==> src/hdl/rpseq_params.svh <==
/*
 * constants for the reset and power-good sequencer pair: timing counts,
 * configuration width and the power-on strap default.
 * assumes a 125 MHz clock; included by bare name.
 */
`ifndef RPSEQ_PARAMS_SVH
`define RPSEQ_PARAMS_SVH

`define RPSEQ_CLK_MHZ         125
`define RPSEQ_POR_HOLD_US     1000
`define RPSEQ_POR_HOLD_CYC    (`RPSEQ_POR_HOLD_US * `RPSEQ_CLK_MHZ)
`define RPSEQ_RST_MAX_US      10000
`define RPSEQ_RST_MAX_CYC     (`RPSEQ_RST_MAX_US * `RPSEQ_CLK_MHZ)
`define RPSEQ_RELEASE_CLKS    2
`define RPSEQ_CFG_W           8
`define RPSEQ_CFG_DEFAULT     8'h00
`define RPSEQ_STABLE_CYC      16
`define RPSEQ_CACHE_LINES     16
`define RPSEQ_BUS_W           8

`endif

==> src/hdl/rpseq_pkg.sv <==
/*
 * types shared by the sequencer ends.
 * assumes rpseq_params.svh is compiled alongside.
 */
package rpseq_pkg;

    // board side sequence
    typedef enum logic [2:0] {
        BRD_OFF,
        BRD_WAIT_STABLE,
        BRD_POR_HOLD,
        BRD_RUN,
        BRD_WARM_HOLD
    } rpseq_board_st_t;

    // processor side sequence
    typedef enum logic [2:0] {
        CPU_IDLE,
        CPU_RESET,
        CPU_FLOAT,
        CPU_RUN,
        CPU_MGMT_SAVE,
        CPU_MGMT_ACK,
        CPU_MGMT_RUN
    } rpseq_cpu_st_t;

endpackage : rpseq_pkg

==> src/hdl/rpseq_if.sv <==
/*
 * link between board reset and power control and the processor.
 * assumes one clock shared by both ends.
 */
`timescale 1ns/1ps
`include "rpseq_params.svh"

interface rpseq_if (
    input wire logic clock,
    input wire logic resetn
);
    logic                     powerGood;
    logic                     resetReqN;
    logic                     sysMgmtInterruptN;
    logic [`RPSEQ_CFG_W-1:0]  cfgStraps;
    logic [`RPSEQ_BUS_W-1:0]  busOut;
    logic                     busOutEn;
    logic                     mgmtAck;

    modport board (
        input  clock, resetn, busOut, busOutEn, mgmtAck,
        output powerGood, resetReqN, sysMgmtInterruptN, cfgStraps
    );

    modport cpu (
        input  clock, resetn, powerGood, resetReqN, sysMgmtInterruptN, cfgStraps,
        output busOut, busOutEn, mgmtAck
    );
endinterface : rpseq_if

==> src/hdl/rpseq_cpu.sv <==
/*
 * processor end: reset, cache invalidate, strap capture, output float
 * and management interrupt entry.
 * assumes link inputs come from another chip and are synchronised here.
 */
`timescale 1ns/1ps
`include "rpseq_params.svh"

module rpseq_cpu #(
    parameter int LINES = `RPSEQ_CACHE_LINES,
    parameter int BUSW  = `RPSEQ_BUS_W
) (
    // link
    rpseq_if.cpu                     lnk,
    // user side
    input  wire logic [BUSW-1:0]     execData,
    input  wire logic                execDataValid,
    output logic [`RPSEQ_CFG_W-1:0]  cfgCaptured,
    output logic                     inMgmtMode,
    output logic                     outputsFloated,
    output logic                     cacheValidAny,
    output logic [BUSW-1:0]          savedState
);

    // ************************************
    // synchronisers
    // ************************************
    logic [1:0] pgSync_q;
    logic [1:0] rstSync_q;
    logic [1:0] smiSync_q;
    logic       pg;
    logic       rstAct;
    logic       smiAct;
    logic       rstAct_q;

    always_ff @(posedge lnk.clock or negedge lnk.resetn) begin
        if (!lnk.resetn) begin
            pgSync_q  <= 2'h0;
            rstSync_q <= 2'h0;
            smiSync_q <= 2'h3;
            rstAct_q  <= 1'h1;
        end else begin
            pgSync_q  <= {pgSync_q[0], lnk.powerGood};
            rstSync_q <= {rstSync_q[0], lnk.resetReqN};
            smiSync_q <= {smiSync_q[0], lnk.sysMgmtInterruptN};
            rstAct_q  <= rstAct;
        end
    end

    assign pg     = pgSync_q[1];
    assign rstAct = !rstSync_q[1] || !pg;
    assign smiAct = !smiSync_q[1];

    logic releaseEdge;
    assign releaseEdge = rstAct_q && !rstAct;

    // ************************************
    // sequence
    // ************************************
    rpseq_pkg::rpseq_cpu_st_t state_q;
    logic                     smiSeen_q;

    always_ff @(posedge lnk.clock or negedge lnk.resetn) begin
        if (!lnk.resetn) begin
            state_q <= rpseq_pkg::CPU_IDLE;
        end else if (rstAct) begin
            state_q <= rpseq_pkg::CPU_RESET;
        end else begin
            unique case (state_q)
                rpseq_pkg::CPU_IDLE,
                rpseq_pkg::CPU_RESET: begin
                    if (smiAct)
                        state_q <= rpseq_pkg::CPU_FLOAT;
                    else
                        state_q <= rpseq_pkg::CPU_RUN;
                end
                rpseq_pkg::CPU_FLOAT: begin
                    state_q <= rpseq_pkg::CPU_FLOAT;
                end
                rpseq_pkg::CPU_RUN: begin
                    if (smiAct && !smiSeen_q)
                        state_q <= rpseq_pkg::CPU_MGMT_SAVE;
                end
                rpseq_pkg::CPU_MGMT_SAVE: begin
                    state_q <= rpseq_pkg::CPU_MGMT_ACK;
                end
                rpseq_pkg::CPU_MGMT_ACK: begin
                    state_q <= rpseq_pkg::CPU_MGMT_RUN;
                end
                rpseq_pkg::CPU_MGMT_RUN: begin
                    state_q <= rpseq_pkg::CPU_MGMT_RUN;
                end
            endcase
        end
    end

    // one acceptance per falling interrupt level
    always_ff @(posedge lnk.clock or negedge lnk.resetn) begin
        if (!lnk.resetn)
            smiSeen_q <= 1'h0;
        else if (rstAct || !smiAct)
            smiSeen_q <= 1'h0;
        else if (state_q == rpseq_pkg::CPU_RUN)
            smiSeen_q <= 1'h1;
    end

    // ************************************
    // strap capture
    // ************************************
    logic [`RPSEQ_CFG_W-1:0] strapSync0_q;
    logic [`RPSEQ_CFG_W-1:0] strapSync1_q;

    always_ff @(posedge lnk.clock or negedge lnk.resetn) begin
        if (!lnk.resetn) begin
            strapSync0_q <= `RPSEQ_CFG_DEFAULT;
            strapSync1_q <= `RPSEQ_CFG_DEFAULT;
        end else begin
            strapSync0_q <= lnk.cfgStraps;
            strapSync1_q <= strapSync0_q;
        end
    end

    always_ff @(posedge lnk.clock or negedge lnk.resetn) begin
        if (!lnk.resetn)
            cfgCaptured <= `RPSEQ_CFG_DEFAULT;
        else if (releaseEdge)
            cfgCaptured <= strapSync1_q;
    end

    // ************************************
    // cache valid bits and saved state
    // ************************************
    logic [LINES-1:0]              cacheValid_q;
    logic [$clog2(LINES)-1:0]      fillPtr_q;

    always_ff @(posedge lnk.clock or negedge lnk.resetn) begin
        if (!lnk.resetn) begin
            cacheValid_q <= '0;
            fillPtr_q    <= '0;
        end else if (rstAct) begin
            cacheValid_q <= '0;
            fillPtr_q    <= '0;
        end else if (execDataValid && state_q == rpseq_pkg::CPU_RUN) begin
            cacheValid_q[fillPtr_q] <= 1'h1;
            fillPtr_q               <= fillPtr_q + 1'b1;
        end
    end

    always_ff @(posedge lnk.clock or negedge lnk.resetn) begin
        if (!lnk.resetn)
            cacheValidAny <= 1'h0;
        else
            cacheValidAny <= |cacheValid_q;
    end

    always_ff @(posedge lnk.clock or negedge lnk.resetn) begin
        if (!lnk.resetn)
            savedState <= '0;
        else if (rstAct)
            savedState <= '0;
        else if (state_q == rpseq_pkg::CPU_MGMT_SAVE)
            savedState <= execData;
    end

    // ************************************
    // bus outputs
    // ************************************
    // interrupt held at release: float on the release cycle too
    logic floatEntry;
    assign floatEntry = smiAct && (state_q == rpseq_pkg::CPU_IDLE || state_q == rpseq_pkg::CPU_RESET);

    always_ff @(posedge lnk.clock or negedge lnk.resetn) begin
        if (!lnk.resetn) begin
            lnk.busOut   <= '0;
            lnk.busOutEn <= 1'h0;
            lnk.mgmtAck  <= 1'h0;
        end else if (rstAct || floatEntry || state_q == rpseq_pkg::CPU_FLOAT) begin
            lnk.busOut   <= '0;
            lnk.busOutEn <= 1'h0;
            lnk.mgmtAck  <= 1'h0;
        end else begin
            lnk.busOut   <= execData;
            lnk.busOutEn <= (state_q == rpseq_pkg::CPU_RUN && execDataValid) ||
                            state_q == rpseq_pkg::CPU_MGMT_ACK;
            lnk.mgmtAck  <= state_q == rpseq_pkg::CPU_MGMT_ACK;
        end
    end

    always_ff @(posedge lnk.clock or negedge lnk.resetn) begin
        if (!lnk.resetn) begin
            inMgmtMode     <= 1'h0;
            outputsFloated <= 1'h1;
        end else begin
            inMgmtMode     <= !rstAct && (state_q == rpseq_pkg::CPU_MGMT_SAVE ||
                              state_q == rpseq_pkg::CPU_MGMT_ACK ||
                              state_q == rpseq_pkg::CPU_MGMT_RUN);
            outputsFloated <= rstAct || floatEntry || state_q == rpseq_pkg::CPU_FLOAT;
        end
    end

endmodule : rpseq_cpu

==> src/flat_wrapper.sv <==
// flat-port wrapper written by rule: the top's interface ports become plain ports
module rpseq_cpu_flat 
#(
    parameter int LINES = `RPSEQ_CACHE_LINES,
    parameter int BUSW  = `RPSEQ_BUS_W
)
  (execData, execDataValid, cfgCaptured, inMgmtMode, outputsFloated, cacheValidAny, savedState, clock, resetn, lnk_powerGood, lnk_resetReqN, lnk_sysMgmtInterruptN, lnk_cfgStraps, lnk_busOut, lnk_busOutEn, lnk_mgmtAck);
  rpseq_if lnk_i (.clock(clock), .resetn(resetn));
  input  wire logic [BUSW-1:0] execData;
  input  wire logic execDataValid;
  output logic [`RPSEQ_CFG_W-1:0] cfgCaptured;
  output logic inMgmtMode;
  output logic outputsFloated;
  output logic cacheValidAny;
  output logic [BUSW-1:0] savedState;
  input wire logic clock;
  input wire logic resetn;
  input wire logic [$bits(lnk_i.powerGood)-1:0] lnk_powerGood;
  input wire logic [$bits(lnk_i.resetReqN)-1:0] lnk_resetReqN;
  input wire logic [$bits(lnk_i.sysMgmtInterruptN)-1:0] lnk_sysMgmtInterruptN;
  input wire logic [$bits(lnk_i.cfgStraps)-1:0] lnk_cfgStraps;
  output wire logic [$bits(lnk_i.busOut)-1:0] lnk_busOut;
  output wire logic [$bits(lnk_i.busOutEn)-1:0] lnk_busOutEn;
  output wire logic [$bits(lnk_i.mgmtAck)-1:0] lnk_mgmtAck;
  assign lnk_i.powerGood = lnk_powerGood;
  assign lnk_i.resetReqN = lnk_resetReqN;
  assign lnk_i.sysMgmtInterruptN = lnk_sysMgmtInterruptN;
  assign lnk_i.cfgStraps = lnk_cfgStraps;
  assign lnk_busOut = lnk_i.busOut;
  assign lnk_busOutEn = lnk_i.busOutEn;
  assign lnk_mgmtAck = lnk_i.mgmtAck;
  rpseq_cpu #(.LINES(LINES), .BUSW(BUSW)) u_core (.lnk(lnk_i), .execData(execData), .execDataValid(execDataValid), .cfgCaptured(cfgCaptured), .inMgmtMode(inMgmtMode), .outputsFloated(outputsFloated), .cacheValidAny(cacheValidAny), .savedState(savedState));
endmodule
==> config.mk <==
export PLATFORM = sky130hd
export DESIGN_NAME = rpseq_cpu_flat
export DESIGN_NICKNAME = d
export VERILOG_FILES = /design/src/hdl/rpseq_pkg.sv /design/src/hdl/rpseq_if.sv /design/src/hdl/rpseq_cpu.sv /design/src/flat_wrapper.sv
export VERILOG_INCLUDE_DIRS = /design/src /design/src/hdl
export SDC_FILE = /design/constraint.sdc
export NUM_CORES = 1
export LEC_CHECK = 0
export BUFFER_PORTS_ARGS = -buffer_cell sky130_fd_sc_hd__buf_4
export CELL_PAD_IN_SITES_DETAIL_PLACEMENT = 0
export CELL_PAD_IN_SITES_GLOBAL_PLACEMENT = 1
export CORE_MARGIN = 2
export CORE_UTILIZATION = 47
export DETAILED_ROUTE_END_ITERATION = 16
export HOLD_SLACK_MARGIN = 0.06
export PLACE_DENSITY_LB_ADDON = 0.3
export SLEW_MARGIN = 10
export SYNTH_ARGS = -nofsm -noshare
export SYNTH_HDL_FRONTEND = slang
export SYNTH_SLANG_ARGS = --single-unit
==> constraint.sdc <==
create_clock -name clock -period 2.5 [get_ports clock]
set_input_delay 0.25 -clock clock [delete_from_list [all_inputs] [get_ports clock]]
set_output_delay 0.25 -clock clock [all_outputs]
set_load 0.01 [all_outputs]
==> reports/summary.md <==
- clock tree from TritonCTS: done
- total net switching power: 532.5 uW
- clock sink count: 76
- fraction of the mapped netlist area in compound gates: 6.215%
- CP Data Arrival Time: 1.79 ns
- combinational share of power: 8.2%
- worst clock skew: 0.01184 ns
- Slew Limit Headroom: 39.39%
- most frequently used flop master after synthesis: sky130_fd_sc_hd__dfrtp_1
- Leakage: 1.604 nW
- average footprint of a synthesized cell: 13.45 sq um
- design area: 0.003440 sq mm
- wire length of the first global-routing pass: 8390 um
- Syn Inst Count: 202
- share of async-settable or async-resettable flops after synthesis: 100.0%
- Bufs on Longest Clock Path: 2
- largest net degree at the start of global routing: 77
- overall die area: 0.006406 sq mm
- multiplexer share of the synthesized area: 6.262%
- worst voltage drop across the vdd grid: 0.0003714 V
- most common cell after layout, fill and taps aside: sky130_fd_sc_hd__dfrtp_1
- final critical delay including setup and external delays: 1.574 ns
- CP Data Required Time: 2.71 ns
- xor/xnor share of the synthesized area: 0%
- Maximum Capacitance Violations: 0
- final setup TNS: 0 ns
- overall global routing resource usage: 17.29%
- ranking of synthesized cells by area: sky130_fd_sc_hd__dfrtp_1 (66%), sky130_fd_sc_hd__nor2_1 (4.0%), sky130_fd_sc_hd__dfstp_2 (3.9%), sky130_fd_sc_hd__a31oi_1 (3.7%), sky130_fd_sc_hd__mux2_2 (3.3%)
- run status: finished, final reports clean
- post-detailed-placement cell area: 0.003153 sq mm
- net total in the final layout: 296
- Crit Path Class: flop to flop
- type of element launching the critical path: flop
- fraction of final layout cells with drive strength greater than 1: 30.29%
- library cell occupying the most area in the post-synthesis netlist: sky130_fd_sc_hd__dfrtp_1
- final count of hold timing violations: 0
- number of global-route vias before repair: 1,716
- Post-Route Utilization: 62.08%
- detailed router's first-iteration violation count: 133
- mean routed wirelength per cell: 14.08 um
- post-synth cell types: 33
- via count of the routed design: 1,715
- Post-Syn Nets: 228
- final setup violation count: 0
- total core area: 0.005540 sq mm
- cells resized by post-CTS repair: 0
- relative area change from synthesis to final layout: 26.57%
- number of antenna violations at the first check in global routing: 0
- filler cell count in the final layout: 448
- actual transition at the worst max-transition pin: 0.9092 ns
- max frequency: 635.1 MHz
- Critical path origin: u_core.state_q[2]
- fraction of synthesized cell area taken by the top area cell type: 66.30%
- Tcrit/Tclk final: 62.98%
- depth of the CTS H-tree: 3
- switching share of power: 22.97%
- first-pass detailed-route iteration total: 4
- row count: 27
- initial cell density of the core: 49.05%
- simple logic cell fraction of the synthesized area: 12.98%
- DRT antenna net count: 0
- HPWL after DPL: 3265 um
- CTS buffer count: 9
- number of vias per cell after detailed routing: 4.957
- Post-Synth Adder-Cell Area: 1.842%
- warnings from Yosys: 0
- Port Buffers: 50
- die extent in y: 80.04 um
- gp weighted congestion: 0.7371
- critical path endpoint category: flop
- n_diodes: 0
- drt total wl: 4873 um
- Hold WS: 0.03466 ns
- top library cells by usage in the layout, fill and taps aside: sky130_fd_sc_hd__dfrtp_1 (72), sky130_fd_sc_hd__buf_4 (52), sky130_fd_sc_hd__nor2_1 (29)
- Worst Path Max Fanout: 9
- fraction of power consumed by the clock network: 35.5%
- start of the worst register-to-register path: u_core.state_q[2]
- clock slew at reported path FFs: 0.07 ns
- Die X: 80.04 um
- dominant combinational cell family by area after synthesis: simple AND/OR/NAND/NOR gates
- Final Max Slew Viols: 0
- number of enable-type register cells in the synthesized netlist: 0
- Power per Cell Area: 674.1 mW/mm^2
- clock insertion delay at the later pin of the skew report: 0.34 ns
- total power after layout: 2.318 mW
- Clk Tree Root Cell: sky130_fd_sc_hd__clkbuf_8
- Internal Power: 1.786 mW
- total congestion overflow after global routing: 0
- unrepaired setup endpoints after global routing: no
- share of total power in sequential cells: 56.3%
- number of remaining DRC errors: 0
- synthesized area: 0.002718 sq mm
- share of synthesized area occupied by flip-flops and latches: 70.17%
- post-synthesis register bit count: 76
- Hold Crit Class: primary input to async pin
- boundary pin count: 51
## cell families (layout without fill, tap and decap cells)
kind of cell,after synthesis,count (layout)
flops,76,76
simple gates,67,67
compound gates,28,28
mux,16,16
buf+inv,11,83
fa+ha+maj,4,4
## final timing paths
kind,slack [ns],to,cells past startpoint
setup / recovery,0.93,u_core.savedState[0],4
hold / removal,0.03,u_core.cfgCaptured[5],1
setup reg to reg,0.93,u_core.savedState[0],4
hold reg to reg,0.35,u_core.strapSync1_q[4],0
max in group asynchronous,1.86,u_core.inMgmtMode,1
min in group clock,0.12,u_core.lnk.busOut[5],2
## flip-flops by register name, summed over array words and instances (netlist names)
| name | cells |
|---|---|
| u_core.fillPtr_q | 4 |
| u_core.strapSync0_q | 8 |
| u_core.cfgCaptured | 8 |
| u_core.smiSync_q | 2 |
| u_core.lnk.busOutEn | 1 |
| u_core.lnk.mgmtAck | 1 |
| u_core.inMgmtMode | 1 |
| u_core.cacheValid_q | 16 |
| u_core.smiSeen_q | 1 |
| u_core.savedState | 8 |
| u_core.rstAct_q | 1 |
| u_core.rstSync_q | 2 |
| u_core.outputsFloated | 1 |
| u_core.pgSync_q | 2 |
| u_core.lnk.busOut | 8 |
| u_core.strapSync1_q | 8 |
| u_core.cacheValidAny | 1 |
| u_core.state_q | 3 |
## per-layer routing
layer	GRT usage [%]	routed length [um]	part of all wire (%)
met1	25.34	2252	46
met5	0	0	0
met4	4.576	45	0.92
met2	24.92	2321	48
met3	5.656	254	5.2
## power by group through the flow
stage | Sequential (mW) | Clock (mW) | Combinational (mW)
2_1_floorplan | 1.34 | 0 | 0.0591
3_3_place_gp | 1.33 | 0 | 0.178
3_5_place_dp | 1.33 | 0 | 0.180
4_1_cts | 1.31 | 0.847 | 0.194
5_1_grt | 1.31 | 0.908 | 0.211
6_report | 1.31 | 0.823 | 0.190
## through the flow
| stage | worst slack, ns | instances |
|---|---|---|
| floorplan | 1.273 | 202 |
| global placement | 0.9726 | 320 |
| detailed placement | 0.9158 | 320 |
| CTS | 0.8913 | 346 |
| global route | 0.7721 | 346 |
| finish | 0.9256 | 346 |
## worst max-delay path, stage by stage (launching register included)
cell and delay [ns]:
sky130_fd_sc_hd__dfrtp_1 0.46, sky130_fd_sc_hd__nor3b_2 0.49, sky130_fd_sc_hd__buf_4 0.25, sky130_fd_sc_hd__mux2i_1 0.19
sky130_fd_sc_hd__nor2_1 0.05
## area by class of cell
cell class | count | area (sq um) | share of cell area [%]
multi-input cells | 115 | 747.0 | 21.72
clock inverters | 4 | 25.02 | 0.7275
inverters | 5 | 18.77 | 0.5457
flip-flops and latches | 76 | 1907 | 55.44
repair buffers | 63 | 500.5 | 14.55
well taps | 72 | 90.09 | 2.619
clock buffers | 11 | 151.4 | 4.402
## synth_stat cells (all sizes together), types with 2 or more instances
master and number:
a21oi 6, and2 11, a211oi 2, inv 4
nor2 29, o21ai 3, buf 4, nor4 4
dfstp 4, ha 4, or3 2, mux2 8
nor2b 3, mux2i 8, a31oi 16, nor3 3
dfrtp 72, nand2 7, clkbuf 2
## repair_timing
item	4_1_cts	5_1_grt
endpoints found under the setup margin	0	0
hold buffers	11	0
hold endpoints to repair	11	0
buffers inserted	0	0
No activity file was read; power rests on OpenSTA's default activity.
